===== src/hdl/codec_cfg_pkg.sv =====
// shared offsets, field layouts, timing counts and carriers of the codec filter and mixer bank
package codec_cfg_pkg;
	// register offsets
	localparam logic [7:0] REG_FILTER_SELECT      = 8'h11;
	localparam logic [7:0] REG_EMPH_COEF_A_LOW    = 8'h12;
	localparam logic [7:0] REG_EMPH_COEF_A_HI_SEL = 8'h13;
	localparam logic [7:0] REG_EMPH_COEF_B_LOW    = 8'h14;
	localparam logic [7:0] REG_EMPH_COEF_B_HIGH   = 8'h15;
	localparam logic [7:0] REG_EQ_COEF_A_LOW      = 8'h16;
	localparam logic [7:0] REG_EQ_COEF_A_HIGH     = 8'h17;
	localparam logic [7:0] REG_EQ_COEF_B_LOW      = 8'h18;
	localparam logic [7:0] REG_EQ_COEF_B_HIGH     = 8'h19;
	localparam logic [7:0] REG_EQ_COEF_C_LOW      = 8'h1a;
	localparam logic [7:0] REG_EQ_COEF_C_HIGH     = 8'h1b;
	localparam logic [7:0] REG_WIND_COEF_A_LOW    = 8'h1c;
	localparam logic [7:0] REG_WIND_COEF_A_HI_SEL = 8'h1d;
	localparam logic [7:0] REG_WIND_COEF_B_LOW    = 8'h1e;
	localparam logic [7:0] REG_WIND_COEF_B_HIGH   = 8'h1f;
	localparam logic [7:0] REG_MIC_MIXER_POWER    = 8'h20;
	localparam logic [7:0] REG_ANALOG_PATH_MODE   = 8'h21;
	localparam logic [7:0] REG_LINE_OUT_MIX       = 8'h22;
	localparam logic [7:0] REG_HEADPHONE_MIX      = 8'h23;
	localparam int         NUM_REGS               = 19;
	// reset value shared by every offset; writable bits, one entry per offset from 11h upward
	localparam logic [7:0] REG_RESET_VAL          = 8'h00;
	localparam logic [NUM_REGS-1:0][7:0] WRITE_MASK = {
		8'h7f, 8'hff, 8'h3f, 8'hff, 8'h3f, 8'hff, 8'hbf, 8'hff, 8'hff, 8'hff,
		8'h3f, 8'hff, 8'hff, 8'hff, 8'h3f, 8'hff, 8'hbf, 8'hff, 8'h1c};
	// field positions
	localparam int         FSEL_EMPH_BIT          = 2;
	localparam int         FSEL_EQ_BIT            = 3;
	localparam int         FSEL_WIND_BIT          = 4;
	localparam int         TYPE_SEL_BIT           = 7;
	localparam int         COEF_HI_W              = 6;
	// serial bus
	localparam logic [6:0] DEV_ADDR               = 7'h12;
	localparam logic [3:0] BYTE_BITS              = 4'h8;
	// master clock divider: bit clock is mclk/8, 32 bit clocks per frame half
	localparam logic [2:0] BCLK_DIV_LAST          = 3'h3;
	localparam logic [4:0] HALF_FRAME_LAST        = 5'h1f;

	typedef enum logic [3:0] {
		ST_IDLE      = 4'h0,
		ST_ADDR      = 4'h1,
		ST_ADDR_ACK  = 4'h3,
		ST_REG       = 4'h2,
		ST_REG_ACK   = 4'h6,
		ST_WDATA     = 4'h7,
		ST_WDATA_ACK = 4'h5,
		ST_RDATA     = 4'h4,
		ST_RDATA_ACK = 4'hc
	} bus_state_e;

	typedef struct packed {
		logic        emph_run;
		logic        emph_mute;
		logic        emph_lowpass;
		logic [13:0] emph_coef_a;
		logic [13:0] emph_coef_b;
		logic        eq_run;
		logic        eq_bypass;
		logic [15:0] equaliser_coef_a;
		logic [13:0] equaliser_coef_b;
		logic [15:0] equaliser_coef_c;
		logic        wind_run;
		logic        wind_bypass;
		logic        wind_lowpass;
		logic [13:0] wind_coef_a;
		logic [13:0] wind_coef_b;
	} filter_cfg_s;

	typedef struct packed {
		logic mixer_in4_right_power;
		logic mixer_in4_left_power;
		logic mixer_in3_right_power;
		logic mixer_in3_left_power;
		logic mixer_in2_right_power;
		logic mixer_in2_left_power;
		logic mic_amp_right_power;
		logic mic_amp_left_power;
	} power_s;

	typedef struct packed {
		logic [1:0] zero;
		logic       right_in3_from_mic_amp;
		logic       left_in3_from_mic_amp;
		logic       in4_differential;
		logic       mono_record;
		logic       stereo_in3_mixing;
		logic       line_out_differential;
	} mode_s;

	typedef struct packed {
		logic lineout_mono_dac_mix;
		logic lineout_mono_in3_mix;
		logic lineout_right_in4_switch;
		logic lineout_left_in4_switch;
		logic lineout_right_in3_switch;
		logic lineout_left_in3_switch;
		logic lineout_right_in2_switch;
		logic lineout_left_in2_switch;
	} lineout_s;

	typedef struct packed {
		logic zero;
		logic hp_mono_in3_mix;
		logic hp_right_in4_switch;
		logic hp_left_in4_switch;
		logic hp_right_in3_switch;
		logic hp_left_in3_switch;
		logic hp_right_in2_switch;
		logic hp_left_in2_switch;
	} hp_s;

	typedef struct packed {
		power_s   power;
		mode_s    mode;
		lineout_s lineout;
		hp_s      hp;
		logic     pll_inhibit;
	} analog_cfg_s;
endpackage


===== src/hdl/codec_cfg_regs.sv =====
// filter, power and mixer configuration bank of the codec behind the control serial bus
// Function
// - emphasis enable set applies its coefficients; clear turns the emphasis filter off, muted.
// - equaliser enable set uses A, B, C coefficients; clear passes at unity gain.
// - wind enable set applies its coefficients; clear passes the signal at unity gain.
// - two 14-bit emphasis coefficients, zero default, low byte 12h/14h, high bits 13h/15h.
// - bit 7 of 13h picks emphasis type: 0 high-pass, 1 low-pass.
// - equaliser A 16-bit at 16h/17h, B 14-bit at 18h/19h, C 16-bit at 1Ah/1Bh.
// - two 14-bit wind coefficients, zero default, at 1Ch/1Dh and 1Eh/1Fh.
// - bit 7 of 1Dh picks wind filter type: 0 high-pass, 1 low-pass.
// - each bit of 20h powers up a mic amplifier or input mixer when 1.
// - bit 0 of 21h picks single-ended stereo or differential mono line output.
// - bit 1 of 21h picks mono or stereo input-3 mixing; stereo forbids the PLL.
// - 21h bit 2 makes recording mono; bit 3 makes input 4 differential.
// - 21h bits 4 and 5 take input-3 path from the pin or mic amplifier.
// - 22h bits 0 to 5 close switches from inputs 2, 3, 4 to line output.
// - 22h bit 6 mixes input-3 path mono, bit 7 mixes the DAC mono, to line output.
// - 23h bits 0 to 5 close switches from inputs 2, 3, 4 to headphone output.
// - 23h bit 6 mixes input-3 path mono to headphones; bit 7 reserved zero.
// - frame and bit clock pins stay undriven until master mode is selected.
// - filter-select register holds emphasis, equaliser and wind enables in bits 2, 3, 4.
module codec_cfg_regs (
	// clock and reset
	input  wire logic                        mclk_i,
	input  wire logic                        rst_i,
	// power-down pin
	input  wire logic                        power_down_n_i,
	// control serial bus, open drain
	input  wire logic                        scl_i,
	input  wire logic                        sda_i,
	output logic                             sda_o,
	output logic                             sda_oe_n_o,
	// audio clock pins
	input  wire logic                        master_mode_i,
	output logic                             bit_clock_o,
	output logic                             bit_clock_oe_n_o,
	output logic                             frame_clock_o,
	output logic                             frame_clock_oe_n_o,
	// configuration to the datapath
	output codec_cfg_pkg::filter_cfg_s       filter_cfg_o,
	output codec_cfg_pkg::analog_cfg_s       analog_cfg_o
);
	import codec_cfg_pkg::*;

	// pin synchronisers; only the second stage and the edge history are looked at
	logic [1:0]                scl_sq, sda_sq, pdn_sq;
	logic                      scl_prev_q, sda_prev_q;
	logic                      scl_s, sda_s, pdn_s;
	logic                      scl_rise, scl_fall, start, stop;

	// bus engine
	bus_state_e                st_q, st_d;
	logic [3:0]                cnt_q, cnt_d;
	logic [7:0]                sh_q, sh_d;
	logic [7:0]                ptr_q, ptr_d;
	logic                      rw_q, rw_d;
	logic                      drv_q, drv_d;
	logic                      ack_q, ack_d;
	logic                      wr_en;
	logic [7:0]                rd_byte;

	// register file
	logic [NUM_REGS-1:0][7:0]  reg_q, reg_d;
	logic [NUM_REGS-1:0]       wr_sel;

	// decoded configuration
	filter_cfg_s               filt_q, filt_d;
	analog_cfg_s               ana_q, ana_d;
	logic [13:0]               emph_a_raw, emph_b_raw, eq_b_raw, wind_a_raw, wind_b_raw;
	logic [15:0]               eq_a_raw, eq_c_raw;
	logic                      emph_sel_raw, wind_sel_raw;
	logic                      emph_on, eq_on, wind_on;

	// unmapped offsets read as zero
	function automatic logic [7:0] rd_reg(input logic [7:0] a);
		logic [7:0] idx;
		idx = a - REG_FILTER_SELECT;
		if (a >= REG_FILTER_SELECT && a <= REG_HEADPHONE_MIX) begin
			return reg_q[idx[4:0]];
		end
		return 8'h00;
	endfunction

	function automatic logic [13:0] coef14(input logic [7:0] lo);
		logic [7:0] hi;
		hi = rd_reg(lo + 8'h01);
		return {hi[COEF_HI_W-1:0], rd_reg(lo)};
	endfunction

	function automatic logic [15:0] coef16(input logic [7:0] lo);
		return {rd_reg(lo + 8'h01), rd_reg(lo)};
	endfunction

	always_ff @(posedge mclk_i or posedge rst_i) begin
		if (rst_i) begin
			scl_sq     <= 2'h3;
			sda_sq     <= 2'h3;
			pdn_sq     <= 2'h0;
			scl_prev_q <= 1'b1;
			sda_prev_q <= 1'b1;
		end else begin
			scl_sq     <= {scl_sq[0], scl_i};
			sda_sq     <= {sda_sq[0], sda_i};
			pdn_sq     <= {pdn_sq[0], power_down_n_i};
			scl_prev_q <= scl_sq[1];
			sda_prev_q <= sda_sq[1];
		end
	end

	assign scl_s    = scl_sq[1];
	assign sda_s    = sda_sq[1];
	// a short power-down pulse may be missed; the system keeps it long enough
	assign pdn_s    = pdn_sq[1];
	assign scl_rise = scl_s && !scl_prev_q;
	assign scl_fall = !scl_s && scl_prev_q;
	assign start    = scl_s && scl_prev_q && sda_prev_q && !sda_s;
	assign stop     = scl_s && scl_prev_q && !sda_prev_q && sda_s;

	// bus engine: address, register pointer, data with auto increment
	always_comb begin
		st_d    = st_q;
		cnt_d   = cnt_q;
		sh_d    = sh_q;
		ptr_d   = ptr_q;
		rw_d    = rw_q;
		drv_d   = drv_q;
		ack_d   = ack_q;
		wr_en   = 1'b0;
		rd_byte = rd_reg(ptr_q);
		if (!pdn_s) begin
			st_d  = ST_IDLE;
			cnt_d = 4'h0;
			sh_d  = 8'h00;
			ptr_d = 8'h00;
			rw_d  = 1'b0;
			drv_d = 1'b0;
			ack_d = 1'b0;
		end else if (start) begin
			st_d  = ST_ADDR;
			cnt_d = 4'h0;
			drv_d = 1'b0;
		end else if (stop) begin
			st_d  = ST_IDLE;
			drv_d = 1'b0;
		end else begin
			case (st_q)
				ST_IDLE: begin
					drv_d = 1'b0;
				end
				ST_ADDR, ST_REG, ST_WDATA: begin
					if (scl_rise) begin
						sh_d  = {sh_q[6:0], sda_s};
						cnt_d = cnt_q + 4'h1;
					end else if (scl_fall && cnt_q == BYTE_BITS) begin
						cnt_d = 4'h0;
						case (st_q)
							ST_ADDR: begin
								if (sh_q[7:1] == DEV_ADDR) begin
									st_d  = ST_ADDR_ACK;
									rw_d  = sh_q[0];
									drv_d = 1'b1;
								end else begin
									st_d = ST_IDLE;
								end
							end
							ST_REG: begin
								st_d  = ST_REG_ACK;
								ptr_d = sh_q;
								drv_d = 1'b1;
							end
							default: begin
								st_d  = ST_WDATA_ACK;
								wr_en = 1'b1;
								ptr_d = ptr_q + 8'h01;
								drv_d = 1'b1;
							end
						endcase
					end
				end
				ST_ADDR_ACK, ST_REG_ACK, ST_WDATA_ACK: begin
					if (scl_fall) begin
						cnt_d = 4'h0;
						drv_d = 1'b0;
						if (st_q == ST_ADDR_ACK && rw_q) begin
							st_d  = ST_RDATA;
							sh_d  = rd_byte;
							ptr_d = ptr_q + 8'h01;
							drv_d = !rd_byte[7];
						end else if (st_q == ST_ADDR_ACK) begin
							st_d = ST_REG;
						end else begin
							st_d = ST_WDATA;
						end
					end
				end
				ST_RDATA: begin
					if (scl_fall) begin
						cnt_d = cnt_q + 4'h1;
						if (cnt_q == BYTE_BITS - 4'h1) begin
							st_d  = ST_RDATA_ACK;
							drv_d = 1'b0;
						end else begin
							sh_d  = {sh_q[6:0], 1'b0};
							drv_d = !sh_q[6];
						end
					end
				end
				ST_RDATA_ACK: begin
					if (scl_rise) begin
						ack_d = !sda_s;
					end else if (scl_fall) begin
						cnt_d = 4'h0;
						if (ack_q) begin
							st_d  = ST_RDATA;
							sh_d  = rd_byte;
							ptr_d = ptr_q + 8'h01;
							drv_d = !rd_byte[7];
						end else begin
							st_d = ST_IDLE;
						end
					end
				end
				default: begin
					st_d  = ST_IDLE;
					drv_d = 1'b0;
				end
			endcase
		end
	end

	always_ff @(posedge mclk_i or posedge rst_i) begin
		if (rst_i) begin
			st_q  <= ST_IDLE;
			cnt_q <= 4'h0;
			sh_q  <= 8'h00;
			ptr_q <= 8'h00;
			rw_q  <= 1'b0;
			drv_q <= 1'b0;
			ack_q <= 1'b0;
		end else begin
			st_q  <= st_d;
			cnt_q <= cnt_d;
			sh_q  <= sh_d;
			ptr_q <= ptr_d;
			rw_q  <= rw_d;
			drv_q <= drv_d;
			ack_q <= ack_d;
		end
	end

	// open drain: only ever pulls low
	assign sda_o      = 1'b0;
	assign sda_oe_n_o = !drv_q;

	// register file, one entry per offset; writes outside the map are dropped
	for (genvar i = 0; i < NUM_REGS; i++) begin : g_reg
		assign wr_sel[i] = wr_en && (ptr_q - REG_FILTER_SELECT == 8'(i)) && (ptr_q >= REG_FILTER_SELECT);
		always_comb begin
			reg_d[i] = reg_q[i];
			if (!pdn_s) begin
				reg_d[i] = REG_RESET_VAL;
			end else if (wr_sel[i]) begin
				reg_d[i] = sh_q & WRITE_MASK[i];
			end
		end
	end

	always_ff @(posedge mclk_i or posedge rst_i) begin
		if (rst_i) begin
			reg_q <= '0;
		end else begin
			reg_q <= reg_d;
		end
	end

	// decode; disabled filters see zero coefficients so stale values never leak into the arithmetic
	always_comb begin
		emph_on      = reg_q[0][FSEL_EMPH_BIT];
		eq_on        = reg_q[0][FSEL_EQ_BIT];
		wind_on      = reg_q[0][FSEL_WIND_BIT];
		emph_a_raw   = coef14(REG_EMPH_COEF_A_LOW);
		emph_b_raw   = coef14(REG_EMPH_COEF_B_LOW);
		eq_a_raw     = coef16(REG_EQ_COEF_A_LOW);
		eq_b_raw     = coef14(REG_EQ_COEF_B_LOW);
		eq_c_raw     = coef16(REG_EQ_COEF_C_LOW);
		wind_a_raw   = coef14(REG_WIND_COEF_A_LOW);
		wind_b_raw   = coef14(REG_WIND_COEF_B_LOW);
		emph_sel_raw = rd_reg(REG_EMPH_COEF_A_HI_SEL) >> TYPE_SEL_BIT == 8'h01;
		wind_sel_raw = rd_reg(REG_WIND_COEF_A_HI_SEL) >> TYPE_SEL_BIT == 8'h01;
		filt_d.emph_run         = emph_on;
		filt_d.emph_mute        = !emph_on;
		filt_d.emph_lowpass     = emph_sel_raw;
		filt_d.emph_coef_a      = emph_on ? emph_a_raw : 14'h0000;
		filt_d.emph_coef_b      = emph_on ? emph_b_raw : 14'h0000;
		filt_d.eq_run           = eq_on;
		filt_d.eq_bypass        = !eq_on;
		filt_d.equaliser_coef_a = eq_on ? eq_a_raw : 16'h0000;
		filt_d.equaliser_coef_b = eq_on ? eq_b_raw : 14'h0000;
		filt_d.equaliser_coef_c = eq_on ? eq_c_raw : 16'h0000;
		filt_d.wind_run         = wind_on;
		filt_d.wind_bypass      = !wind_on;
		filt_d.wind_lowpass     = wind_sel_raw;
		filt_d.wind_coef_a      = wind_on ? wind_a_raw : 14'h0000;
		filt_d.wind_coef_b      = wind_on ? wind_b_raw : 14'h0000;
		ana_d.power       = power_s'(rd_reg(REG_MIC_MIXER_POWER));
		// mode carries line output form, in3 mixing mode, mono record, in4 type, in3 source
		ana_d.mode        = mode_s'(rd_reg(REG_ANALOG_PATH_MODE));
		ana_d.lineout     = lineout_s'(rd_reg(REG_LINE_OUT_MIX));
		ana_d.hp          = hp_s'(rd_reg(REG_HEADPHONE_MIX));
		// input-3 right pin doubles as the loop filter pin, so stereo in3 locks out the PLL
		ana_d.pll_inhibit = ana_d.mode.stereo_in3_mixing;
	end

	always_ff @(posedge mclk_i or posedge rst_i) begin
		if (rst_i) begin
			// disabled filters leave reset muted or bypassed, as their enables read zero
			filt_q <= '{emph_mute: 1'b1, eq_bypass: 1'b1, wind_bypass: 1'b1, default: '0};
			ana_q  <= '0;
		end else begin
			filt_q <= filt_d;
			ana_q  <= ana_d;
		end
	end

	assign filter_cfg_o = filt_q;
	assign analog_cfg_o = ana_q;

	codec_clk_master u_clk_master (
		.mclk_i             (mclk_i),
		.rst_i              (rst_i),
		.master_i           (master_mode_i && pdn_s),
		.bit_clock_o        (bit_clock_o),
		.bit_clock_oe_n_o   (bit_clock_oe_n_o),
		.frame_clock_o      (frame_clock_o),
		.frame_clock_oe_n_o (frame_clock_oe_n_o)
	);
endmodule


===== src/hdl/codec_clk_master.sv =====
// master-mode bit and frame clock divider that releases its pins in slave mode
module codec_clk_master (
	// clock and reset
	input  wire logic mclk_i,
	input  wire logic rst_i,
	// control
	input  wire logic master_i,
	// audio clock pins
	output logic      bit_clock_o,
	output logic      bit_clock_oe_n_o,
	output logic      frame_clock_o,
	output logic      frame_clock_oe_n_o
);
	import codec_cfg_pkg::*;

	logic [2:0] div_q, div_d;
	logic [4:0] bits_q, bits_d;
	logic       bclk_q, bclk_d;
	logic       fclk_q, fclk_d;
	logic       oe_n_q, oe_n_d;

	always_comb begin
		div_d  = div_q;
		bits_d = bits_q;
		bclk_d = bclk_q;
		fclk_d = fclk_q;
		oe_n_d = !master_i;
		if (!master_i) begin
			div_d  = 3'h0;
			bits_d = 5'h00;
			bclk_d = 1'b0;
			fclk_d = 1'b0;
		end else if (div_q == BCLK_DIV_LAST) begin
			div_d  = 3'h0;
			bclk_d = !bclk_q;
			// frame clock moves on the bit clock's falling edge so it is stable at the rising one
			if (bclk_q) begin
				bits_d = bits_q + 5'h01;
				if (bits_q == HALF_FRAME_LAST) begin
					fclk_d = !fclk_q;
				end
			end
		end else begin
			div_d = div_q + 3'h1;
		end
	end

	always_ff @(posedge mclk_i or posedge rst_i) begin
		if (rst_i) begin
			div_q  <= 3'h0;
			bits_q <= 5'h00;
			bclk_q <= 1'b0;
			fclk_q <= 1'b0;
			oe_n_q <= 1'b1;
		end else begin
			div_q  <= div_d;
			bits_q <= bits_d;
			bclk_q <= bclk_d;
			fclk_q <= fclk_d;
			oe_n_q <= oe_n_d;
		end
	end

	assign bit_clock_o        = bclk_q;
	assign frame_clock_o      = fclk_q;
	assign bit_clock_oe_n_o   = oe_n_q;
	assign frame_clock_oe_n_o = oe_n_q;
endmodule

===== config.mk =====
export PLATFORM = sky130hd
export DESIGN_NAME = codec_cfg_regs
export DESIGN_NICKNAME = d
export VERILOG_FILES = /design/src/hdl/codec_cfg_pkg.sv /design/src/hdl/codec_cfg_regs.sv /design/src/hdl/codec_clk_master.sv
export SDC_FILE = /design/constraint.sdc
export NUM_CORES = 1
export LEC_CHECK = 0
export BUFFER_PORTS_ARGS = -buffer_cell sky130_fd_sc_hd__buf_4
export CORE_AREA = 2 2 174 159
export CTS_CLUSTER_DIAMETER = 200
export DETAILED_ROUTE_END_ITERATION = 16
export DIE_AREA = 0 0 176 161
export PLACE_DENSITY_LB_ADDON = 0.12
export SLEW_MARGIN = 20
export SYNTH_ARGS = -nofsm -noshare
export SYNTH_HDL_FRONTEND = slang
export SYNTH_SLANG_ARGS = --single-unit

===== constraint.sdc =====
create_clock -name mclk_i -period 11.6 [get_ports mclk_i]
set_input_delay 2.9 -clock mclk_i [delete_from_list [all_inputs] [get_ports mclk_i]]
set_output_delay 2.9 -clock mclk_i [all_outputs]
set_load 0.02 [all_outputs]

* Word-level counts from Yosys, hierarchy flattened
Cells that the tools add are included.
** Storage, ports and cells
- Logic and storage cells :: 401
- Output and inout bits :: 149
- Flip-flop bits (word level) :: 340
** Operators by class
- Reduce and logical (&&, ||, !) cells :: 76
- Order comparisons :: 3
- $add $sub $neg :: 5
- Muxes and demuxes :: 145
- Equal/unequal tests :: 90
** Operators by type and width (number)
- $mux W8 :: 62
- $mux W4 :: 18
- $mux W14 :: 5
- $eq A8 B4 Y1 const B :: 8
- $ne A2 B1 Y1 const B :: 25
- $logic_and A1 B1 Y1 :: 49
- $ne A5 B5 Y1 const B :: 9
- $mux W1 :: 41
- $bmux W8 S5 :: 1
- $ne A3 B3 Y1 const B :: 12
- $eq A8 B3 Y1 const B :: 4
- $mux W16 :: 2
- $pmux W8 S4 :: 1
- $eq A8 B5 Y1 const B :: 3
- $pmux W8 S3 :: 1
- $reduce_and A11 Y1 :: 2
- $eq A4 B3 Y1 const B :: 5
- $pmux W4 S5 :: 1
- $eq A8 B2 Y1 const B :: 2
- $pmux W4 S4 :: 1
- $pmux W8 S2 :: 1
- $reduce_and A8 Y1 :: 2
- $mux W3 :: 5
- $mux W5 :: 3
- other kinds (34) :: 56

* Longest topological paths before layout
Gate-level depths: netlist (run 1).
- Depth in word-level cells :: 13
- Mapped depth :: 14

* By module
From an unflattened synthesis (run 1), not the netlist that was laid out.
** Unflattened totals
- Cells, all modules :: 1384
- Area, all modules :: 14455.1 µm²
** Modules (own cells, without submodules)
- codec_cfg_regs :: times used 1, cells an instance 1342, sequential area each 7768.7 µm², area an instance 13954.6 µm²
- codec_clk_master :: times used 1, cells an instance 42, sequential area each 276.5 µm², area an instance 500.5 µm²

* Worst setup path before layout (run 1)
Ideal clock, no wire load.
- Kind :: register to register
- Start point :: reg ptr_q[0]
- End point :: reg sh_q[1]
- Required time :: 11471 ps
- Stages on the path, launching flop included :: 12
- Slack :: 7770 ps
- Path buffers :: 5
- Period minus slack after synthesis :: 3830 ps
- Arrival :: 3701 ps
- Cell sequence :: dfrtp_1 -> buf_2 -> buf_2 -> buf_2 -> buf_2 -> inv_1 -> ha_1 -> buf_1 -> mux4_2 -> mux4_2 -> a221oi_1 -> o21ai_0
** Between the ends
- Longest elaborated chain between the ends :: 12
- Elaborated cells on any way between the ends :: 18
- Those cells by class :: add/sub: 1; order compare: 2; mux: 14; reduce/logical: 1
** RTL lines
- start: declaration :: line codec_cfg_regs.sv:55 : logic [7:0] ptr_q, ptr_d;
- start signal: assignment :: line codec_cfg_regs.sv:244 : ptr_q <= ptr_d;
- $sub A8 B5 Y8
- $bmux W8 S5 :: line codec_cfg_regs.sv:79 : return reg_q[idx[4:0]];
- $mux W8 (not written as such) :: line codec_cfg_regs.sv:79
- $mux W8 :: line codec_cfg_regs.sv:78 : if (a >= REG_FILTER_SELECT && a <= REG_HEADPHONE_MIX) begin
- $mux W8 * :: line codec_cfg_regs.sv:81 : return 8'h00;
- $mux W8 :: line codec_cfg_regs.sv:213 : if (ack_q) begin
- $mux W8 :: line codec_cfg_regs.sv:211 : end else if (scl_fall) begin
- $mux W8 :: line codec_cfg_regs.sv:209 : if (scl_rise) begin
- $pmux W8 S4 * :: line codec_cfg_regs.sv:146 : case (st_q)
- $mux W8 * :: line codec_cfg_regs.sv:142 : end else if (stop) begin
- $mux W8 * :: line codec_cfg_regs.sv:138 : end else if (start) begin
- $mux W8 * :: line codec_cfg_regs.sv:130 : if (!pdn_s) begin
- end signal: assignment :: line codec_cfg_regs.sv:235 : sh_q <= 8'h00;
- end signal: assignment :: line codec_cfg_regs.sv:243 : sh_q <= sh_d;
- end: declaration :: line codec_cfg_regs.sv:54 : logic [7:0] sh_q, sh_d;
Mark *: on every way between the ends. The rest lies on a longest branch, timed or not. The select of a mux whose other input is x is not followed.
A chain may end at the register's enable or synchronous reset.

==> reports/results.txt, run 1 <==
WP data arrival = 5.04 ns
Overall routing resource usage = 0.250
CTS sink count = 321
Nature of the critical path endpoint = asynchronous set/reset pin
Top routing layer used = met4
Synth top area share = 0.559
Clk pwr share = 0.432
Final hold violation count = 0
GR Overflow Total = 0
Hold_ws = 0.347 ns
Fmax = 223 MHz
Count of final setup violators = 0
IO Pins = 155
WL met1 = 15900 um
P per Cell Area = 146 nW/um^2
Die area = 28300 um^2
MaxCap Viol Count = 0
Top cells by area, synth = dfrtp_1, mux2i_1, and2_1
Outcome = complete, no violations
Final ANT Viol Nets = 0
Gate power share = 0.088
Nets = 1306
Via count = 9450
Setup bufs post-CTS = 0
Worst-Skew Late Latency = 0.56 ns
Seq pwr share = 0.480
Met2 wire length = 15600 um
Synth Instances = 1179
Max VDD drop = 0.113 mV
Slew Limit Fails = 0
Mapped Area = 13900 um^2
Initial antenna violation count = 0
Slowest CP cell = buf_4
Std cell rows = 57
Unrepaired setup endpoints after global routing = no
Element type at the critical path start = input port
CP delay by family, top = buffers and inverters
Core area = 26600 um^2
Crit Path Category = input port to asynchronous set/reset pin
Avg WL per Cell = 20.8 um
Post-synth top area cell = dfrtp_1
First-pass GRT wire length = 55300 um
Num CTS Buffers = 31
Final Skew = 0.00952 ns
PostCTS Resize Cnt = 0
Die W = 176 um
#FFs+latches synth = 321
Port Buf Inserts = 150
Synth unique cells = 71
Int Power = 1790 uW
Initial DRC Count = 984
Clock slew at reported path FFs = 0.06 ns
Vias per cell = 5.66
DRC viols = 0
Synth async-reset ratio = 1.00
Synth-to-layout area growth = 17.1%
Crit path buf inv count = 4
Syn_area_per_cell = 11.8 um^2
Fin crit period = 4.49 ns
Worst relative slew slack = 0.216
N_diodes = 0
Slowest stage delay, CP = 0.73 ns
Period utilisation layout = 0.387
Worst Hold Class = flip-flop to flip-flop
Initial Util = 0.523
LEAKAGE = 0.00847 uW
Final wirelength = 34800 um
Max clock buf depth = 3
Hold-fix buffers, CTS = 0
TritonCTS clock tree = built
Post-synth EDFFs = 0
Seq/Total Area, Yosys = 0.578
Pin count of the biggest net entering global routing = 95
Sw frac = 0.247
Final setup TNS = 0 ns
Data required time of the worst path = 12.16 ns
Largest fanout on the critical path = 82
Post-DP HPWL = 22000 um
Drt pass-1 iters = 5
Vias in the first global route = 9404
Final RePlAce weighted congestion = 0.901
Fraction of layout cells with a size suffix above 1 = 0.208
Met3 routed WL = 2420 um
CTS H-tree depth = 1
Syn. warnings = 0
Die height = 161 um
Root Driver = clkbuf_16
Worst slew pin tran = 1.18 ns
CP dominant cell by count = buf_4
Switch Pwr = 587 uW
Dominant synthesized flop cell = dfrtp_1
Worst path cell trace = buf_4, clkinvlp_4, buf_4, buf_6
==> synth_stat cells (4+ instances only) <==
cell type and instances:
xor2_1 8, dfrtp_1 311, mux4_2 24, nand3_1 21, nand2b_1 8, nor3b_1 8, o2111ai_1 4, mux2i_1 150
mux2_2 11, buf_4 7, nand4_1 12, dfstp_2 10, a21oi_1 11, buf_2 13, nand2_1 45, o21ai_0 29
nor2b_1 13, inv_1 14, nor4b_1 5, xnor2_1 6, nor2_1 164, o211ai_1 5, ha_1 10, nor4_1 8
and3_1 9, o2bb2ai_1 4, a22oi_1 10, and2_1 103, a21o_1 7, a221oi_1 4, or3_1 5, a22o_1 4
nor3_1 10, clkbuf_1 65, o31ai_1 5
==> layer usage <==
metal	global-route usage	vias to the layer above
li1	-	4298
met1	0.388	4731
met2	0.367	368
met3	0.0438	53
met4	0.0672	0
met5	0	-
==> path summary, 6_finish.rpt <==
check	start	end	slack, ns	depth (start not counted)
max	rst_i	ptr_q[0]	7.11	4
min	pdn_sq[0]	pdn_sq[1]	0.35	0
max reg2reg	ptr_q[0]	drv_q	7.27	10
min reg2reg	pdn_sq[0]	pdn_sq[1]	0.35	0
max in group mclk_i	ptr_q[0]	drv_q	7.27	10
min in group asynchronous	rst_i	filter_cfg_o[27]	2.50	2
==> sequential cells by signal (all words and copies together) (netlist names), 5 cells and up <==
| name | count |
|---|---|
| filter_cfg_o | 110 |
| emph_b_raw | 14 |
| ptr_q | 8 |
| eq_c_raw | 16 |
| emph_a_raw | 14 |
| sh_q | 8 |
| analog_cfg_o | 29 |
| eq_b_raw | 14 |
| eq_a_raw | 16 |
| reg_q | 30 |
| ana_d | 29 |
| u_clk_master.bits_q | 5 |
==> cell type report <==
cell class                 count  area [um^2]
clock buffer                  44          895
clock inverter                14          160
fill                        2142        10300
inverter                      15         62.6
multi-input combinational    758         5470
sequential                   321         8050
tap                          354          443
timing repair buffer         163         1230
==> cell families (layout without fill, tap and decap cells) <==
logic type / after synthesis / after routing / synth area share
muxes: 185 / 185 / 0.156
adders and majority gates: 10 / 10 / 0.00899
xor gates and xnor gates: 14 / 14 / 0.00881
other: 1 / 4 / 0.000269
DFF: 321 / 321 / 0.578
AOI/OAI and AO/OA: 113 / 113 / 0.0575
buffers and inverters: 103 / 236 / 0.0308
and+or+nand+nor: 432 / 432 / 0.160
==> cells in the final DEF (no fill, tap or decap), types with 9 or more instances in the layout <==
cell type / netlist / layout
nand2_1: 45 / 45
inv_1: 14 / 13
mux4_2: 24 / 24
nor2_1: 164 / 164
nor3_1: 10 / 10
a21oi_1: 11 / 11
dfstp_2: 10 / 10
clkbuf_16: 0 / 31
ha_1: 10 / 10
and3_1: 9 / 9
a22oi_1: 10 / 10
dfrtp_1: 311 / 309
mux2_2: 11 / 11
nor2b_1: 13 / 13
and2_1: 103 / 103
nand4_1: 12 / 12
nand3_1: 21 / 21
mux2i_1: 150 / 150
o21ai_0: 29 / 29
buf_4: 7 / 161
==> power by group through the flow <==
| stage | combinational (uW) | clock, uW | sequential [uW] |
|---|---|---|---|
| 2_1_floorplan | 164 | 0 | 1150 |
| 3_3_place_gp | 206 | 0 | 1160 |
| 3_5_place_dp | 209 | 0 | 1160 |
| 4_1_cts | 209 | 1050 | 1140 |
| 5_1_grt | 229 | 1090 | 1140 |
| 6_report | 210 | 1030 | 1140 |
==> stage by stage <==
stage	std cells	setup slack (ns)	utilization	total power (uW)	area (um^2)
final	1669	7.11	0.613	2380	16300
after CTS	1669	6.67	0.613	2400	16300
after floorplan	1182	4.43	-	1320	13900
after global placement	1611	6.10	0.573	1370	15200
after global routing	1669	6.71	0.613	2470	16300
after detailed placement	1611	6.07	0.573	1370	15200
No activity file was read; power rests on OpenSTA's default activity.
==> inputs of run 2 (changes only) <==
Clock period 11.6 ns to 3.6 ns, I/O delays scaled along.
==> run 2 against run 1 <==
Combinational power grew to 3.8 times the previous value; worst setup slack lost 6.7 ns; critical path depth grew 3; sequential power grew to 3.2 times the previous value; sequential share of layout area shrank 1.0 points; hold slack gained 0.0030 ns; core utilization grew 1.3 points; flip-flop and latch count is the same; clock power grew to 3.5 times the previous value; final cell count grew 1.5%.
==> reports/results.txt, run 2 (synthesis gave the netlist of run 1 again) <==
Post-route non-filler standard cell count = 1694 (was 1669)
Die area = 28300 um^2 (unchanged)
Seq pwr share = 0.455 (was 0.480)
Int Power = 6040 uW (was 1790 uW)
Most common cell after layout, fill and taps aside = dfrtp_1 (unchanged)
MaxCap Viol Count = 0 (unchanged)
Data required time of the worst path = 3.99 ns (was 12.16 ns)
CTS H-tree depth = 2 (was 1)
Clk pwr share = 0.446 (was 0.432)
Synth-to-layout area growth = 19.5% (was 17.1%)
Gate power share = 0.098 (was 0.088)
DRC viols = 0 (unchanged)
Largest fanout on the critical path = 16 (was 82)
Worst-Skew Late Latency = 0.52 ns (was 0.56 ns)
Outcome = complete, no violations (unchanged)
Period utilisation layout = 0.880
Post-DP HPWL = 23900 um (was 22000 um)
Worst path cell trace = inv_1, ha_1, buf_4, mux4_2, mux4_2, a221oi_1, o21ai_0 (was buf_4, clkinvlp_4, buf_4, buf_6)
WP data arrival = 3.56 ns (was 5.04 ns)
Slew Limit Fails = 0 (unchanged)
Crit Path Category = flip-flop to flip-flop (was input port to asynchronous set/reset pin)
Die height = 161 um (unchanged)
Cells after DPL = 1637 (was 1611)
Fmax = 316 MHz
Switch Pwr = 1990 uW (was 587 uW)
Sw frac = 0.248 (was 0.247)
Fin crit period = 3.17 ns
Max clock buf depth = 3 (unchanged)
Worst Hold Class = flip-flop to flip-flop (unchanged)
Nets = 1335 (was 1306)
Slowest CP cell = dfrtp_1 (was buf_4)
Initial Util = 0.523 (unchanged)
Vias in the first global route = 9674 (was 9404)
PostCTS Resize Cnt = 0 (unchanged)
Hold_ws = 0.350 ns (was 0.347 ns)
Avg WL per Cell = 21.4 um (was 20.8 um)
First-pass GRT wire length = 57500 um (was 55300 um)
Final wirelength = 36300 um (was 34800 um)
Element type at the critical path start = flip-flop (was input port)
Core area = 26600 um^2 (unchanged)
CP delay by family, top = multiplexers (was buffers and inverters)
Count of final setup violators = 0 (unchanged)
Root Driver = clkbuf_16 (unchanged)
P per Cell Area = 482 nW/um^2 (was 146 nW/um^2)
Crit path buf inv count = 2 (was 4)
IO Pins = 155 (unchanged)
Unrepaired setup endpoints after global routing = no (unchanged)
Overall routing resource usage = 0.262 (was 0.250)
Setup bufs post-CTS = 0 (unchanged)
TritonCTS clock tree = built (unchanged)
Final ANT Viol Nets = 0 (unchanged)
Max reg flops = 110 (unchanged)
Clock slew at reported path FFs = 0.06 ns (about the same)
Final RePlAce weighted congestion = 0.929 (was 0.901)
Hold-fix buffers, CTS = 0 (unchanged)
Port Buf Inserts = 150 (unchanged)
Std cell rows = 57 (unchanged)
Worst slew pin tran = 0.909 ns (was 1.18 ns)
Nature of the critical path endpoint = flip-flop (was asynchronous set/reset pin)
Via count = 9751 (was 9450)
Die W = 176 um (unchanged)
Worst relative slew slack = 0.394 (was 0.216)
Reg2Reg Setup Slack = 0.43 ns (was 7.27 ns)
Num CTS Buffers = 34 (was 31)
Drt pass-1 iters = 5 (unchanged)
Total power = 8020 uW (was 2380 uW)
N_diodes = 0 (unchanged)
Max VDD drop = 0.323 mV (was 0.113 mV)
Most frequent cells in the layout = dfrtp_1, buf_4, nor2_1, mux2i_1, and2_1 (was dfrtp_1, nor2_1, buf_4, mux2i_1, and2_1)
Fillers = 2089 (was 2142)
Fraction of layout cells with a size suffix above 1 = 0.225 (was 0.208)
Initial DRC Count = 979 (was 984)
Vias per cell = 5.76 (was 5.66)
LEAKAGE = 0.00867 uW (was 0.00847 uW)
Slowest stage delay, CP = 0.55 ns (was 0.73 ns)
CTS sink count = 321 (unchanged)
Pin count of the biggest net entering global routing = 86 (was 95)
Initial antenna violation count = 1 (was 0)
GR Overflow Total = 0 (unchanged)
CP dominant cell by count = mux4_2 (was buf_4)
Final hold violation count = 0 (unchanged)
Final setup TNS = 0 ns (unchanged)
Final Skew = 0.0174 ns (was 0.00952 ns)
-- run 2: metrics by stage --
stage           util  setup slack, ns  area, um^2
4_1_cts        0.626            0.440       16600
5_1_grt        0.626            0.204       16600
6_report       0.626            0.431       16600
2_1_floorplan      -            -1.57       13900
3_3_place_gp   0.583            0.567       15500
3_5_place_dp   0.583            0.508       15500
-- run 2: cell type report --
cell class                 count  area, um^2  share of cell area
multi-input combinational    758        5480               0.329
sequential                   321        8050               0.483
timing repair buffer         189        1470              0.0882
clock inverter                12         166              0.0100
clock buffer                  45         983              0.0591
inverter                      15        62.6             0.00376
tap                          354         443              0.0266
-- run 2: worst paths after layout --
kind | start | end | cells past startpoint
setup / recovery | ptr_q[1] | sh_q[2] | 7
hold / removal | pdn_sq[0] | pdn_sq[1] | 0
setup reg to reg | ptr_q[1] | sh_q[2] | 7
hold reg to reg | pdn_sq[0] | pdn_sq[1] | 0
max in group asynchronous | rst_i | filter_cfg_o[108] | 3
min in group asynchronous | rst_i | filter_cfg_o[2] | 2
-- run 2: worst register-to-register path, stage by stage (launching register included) --
cell and delay [ns]:
dfrtp_1 0.55, inv_1 0.12, ha_1 0.54, buf_4 0.37
mux4_2 0.55, mux4_2 0.48, a221oi_1 0.31, o21ai_0 0.13
-- run 2: power groups by stage --
| stage | clock network, uW | registers [uW] | logic, uW |
|---|---|---|---|
| global route | 3800 | 3650 | 849 |
| finish | 3580 | 3650 | 789 |
| detailed placement | 0 | 3720 | 783 |
| CTS | 3660 | 3650 | 783 |
| global placement | 0 | 3720 | 776 |
| floorplan | 0 | 3710 | 533 |
-- run 2: metal layers --
layer | GRT usage | part of all wire | vias up | wire length [um]
li1 | - | - | 4356 | -
met1 | 0.405 | 0.46 | 4895 | 16500
met2 | 0.378 | 0.44 | 426 | 15900
met3 | 0.0431 | 0.072 | 72 | 2600
met4 | 0.0924 | 0.033 | 2 | 1200
met5 | 0 | 0.00036 | - | 13
==> inputs of run 3 (changes only) <==
Settings changed: REMOVE_ABC_BUFFERS from default to 1.
==> run 3 against run 2 <==
Worst setup slack better by 0.040 ns; critical path type unchanged; non-clock buffer count is 9 higher; critical endpoint is now reg_q[103]; maximum frequency grew 1.3%; sequential power barely moved; clock-buffer cell count increased by 2; combinational power down 0.8%; critical path depth grew 1.
==> reports/results.txt, run 3 (synthesis gave the netlist of run 1 again) <==
Outcome = complete, no violations (unchanged)
N_diodes = 0 (unchanged)
Nets = 1345 (was 1335)
Initial antenna violation count = 0 (was 1)
Via count = 9712 (was 9751)
Worst-Skew Late Latency = 0.51 ns (was 0.52 ns)
Launching point of the worst reg2reg path = ptr_q[1] (unchanged)
Avg WL per Cell = 20.8 um (was 21.4 um)
Worst Hold Class = flip-flop to flip-flop (unchanged)
Root Driver = clkbuf_16 (unchanged)
Crit path buf inv count = 1 (was 2)
Most common cell after layout, fill and taps aside = dfrtp_1 (unchanged)
Std cell rows = 57 (unchanged)
Final wirelength = 35600 um (was 36300 um)
P per Cell Area = 485 nW/um^2 (was 482 nW/um^2)
Hold worst-path end = scl_sq[1] (was pdn_sq[1])
WP data arrival = 3.48 ns (was 3.56 ns)
PostCTS Resize Cnt = 0 (unchanged)
CTS sink count = 321 (unchanged)
LEAKAGE = 0.00873 uW (was 0.00867 uW)
Hold Crit Depth = 0 (unchanged)
Worst path cell trace = inv_1, ha_2, or4b_1, a21oi_1, or4_1, or4_1, mux2i_1, nor2_1 (was inv_1, ha_1, buf_4, mux4_2, mux4_2, a221oi_1, o21ai_0)
Worst slew pin tran = 1.12 ns (was 0.909 ns)
Largest fanout on the critical path = 13 (was 16)
DRC viols = 0 (unchanged)
Worst relative slew slack = 0.255 (was 0.394)
Slowest stage delay, CP = 0.75 ns (was 0.55 ns)
TritonCTS clock tree = built (unchanged)
Initial Util = 0.523 (unchanged)
Fmax = 320 MHz (was 316 MHz)
Total power = 8130 uW (was 8020 uW)
Initial DRC Count = 1019 (was 979)
Count of final setup violators = 0 (unchanged)
CP dominant cell by count = or4_1 (was mux4_2)
First-pass GRT wire length = 56700 um (was 57500 um)
Reg2reg path depth = 8 (was 7)
Clock slew at reported path FFs = 0.06 ns (about the same)
Max reg flops = 110 (unchanged)
Port Buf Inserts = 150 (unchanged)
Max VDD drop = 0.260 mV (was 0.323 mV)
Post-DP HPWL = 23500 um (was 23900 um)
Die height = 161 um (unchanged)
Unrepaired setup endpoints after global routing = no (unchanged)
Worst R2R End = reg_q[103] (was sh_q[2])
Element type at the critical path start = flip-flop (unchanged)
Drt pass-1 iters = 6 (was 5)
CP delay by family, top = simple AND/OR/NAND/NOR gates (was multiplexers)
Data required time of the worst path = 3.95 ns (was 3.99 ns)
IO Pins = 155 (unchanged)
Final ANT Viol Nets = 0 (unchanged)
Fraction of layout cells with a size suffix above 1 = 0.231 (was 0.225)
Max clock buf depth = 3 (unchanged)
Synth-to-layout area growth = 20.3% (was 19.5%)
GR Overflow Total = 0 (unchanged)
Core area = 26600 um^2 (unchanged)
Final Skew = 0.0141 ns (was 0.0174 ns)
Crit Path Category = flip-flop to flip-flop (unchanged)
Die W = 176 um (unchanged)
Pin count of the biggest net entering global routing = 96 (was 86)
Vias in the first global route = 9564 (was 9674)
Post-route non-filler standard cell count = 1706 (was 1694)
Nature of the critical path endpoint = flip-flop (unchanged)
Slowest CP cell = or4_1 (was dfrtp_1)
Final hold violation count = 0 (unchanged)
Final RePlAce weighted congestion = 0.958 (was 0.929)
Hold-fix buffers, CTS = 0 (unchanged)
Period utilisation layout = 0.869 (was 0.880)
Slew Limit Fails = 0 (unchanged)
Most frequent cells in the layout = dfrtp_1, buf_4, nor2_1, mux2i_1, and2_1 (unchanged)
Vias per cell = 5.69 (was 5.76)
Hold_sp = scl_sq[0] (was pdn_sq[0])
Num CTS Buffers = 35 (was 34)
CTS H-tree depth = 2 (unchanged)
Die area = 28300 um^2 (unchanged)
Overall routing resource usage = 0.259 (was 0.262)
MaxCap Viol Count = 0 (unchanged)
Setup bufs post-CTS = 0 (unchanged)
Cells after DPL = 1646 (was 1637)
Reg2Reg Setup Slack = 0.47 ns (was 0.43 ns)
Fin crit period = 3.13 ns (was 3.17 ns)
[run 3: worst reg2reg max path, stage by stage, from the launching register on]
cell and delay (ns):
dfrtp_1 0.53, inv_1 0.11, ha_2 0.27, or4b_1 0.21, a21oi_1 0.08, or4_1 0.71, or4_1 0.76, mux2i_1 0.24
nor2_1 0.06
[run 3: final cells by class]
| type | instances | area (um^2) |
|---|---|---|
| sequential | 321 | 8050 |
| fill | 2053 | 9850 |
| clock buffer | 47 | 991 |
| clock inverter | 13 | 203 |
| timing repair buffer | 198 | 1540 |
| multi-input combinational | 758 | 5470 |
| tap | 354 | 443 |
| inverter | 15 | 66.3 |
[run 3: worst max-delay path by stage]
stage,startpoint,endpoint,cells past startpoint
3_3_place_gp,ptr_q[1],sh_q[1],7
6_report,ptr_q[1],reg_q[103],8
4_1_cts,ptr_q[1],sh_q[4],7
2_1_floorplan,rst_i,ack_q,1
3_5_place_dp,ptr_q[1],sh_q[4],7
5_1_grt,ptr_q[1],sh_q[3],7
[run 3: per-layer routing]
layer / vias up / global-route usage / share of wire
met1: 4847 / 0.410 / 0.47
met2: 417 / 0.369 / 0.43
li1: 4382 / - / -
met4: 0 / 0.0789 / 0.025
met5: - / 0 / 0
met3: 66 / 0.0388 / 0.074
[run 3: where the power goes]
group / leakage (uW) / internal (uW) / switching (uW) / total (uW)
logic: 0.00371 / 271 / 512 / 783
registers: 0.00444 / 3630 / 25.1 / 3650
clock network: 0.000583 / 2290 / 1400 / 3690
total: 0.00873 / 6190 / 1940 / 8130
[run 3: per-stage QoR]
step           hold WS [ns]  setup TNS [ns]  instance area [um^2]  setup WS (ns)  utilization
4_1_cts               0.359               0                 16800          0.485        0.630
6_report              0.360               0                 16800          0.471        0.630
3_5_place_dp          0.349               0                 15600          0.495        0.585
3_3_place_gp          0.342               0                 15600          0.585        0.585
2_1_floorplan         0.331        -2022.31                 13600          -6.17            -
5_1_grt               0.367               0                 16800          0.272        0.630
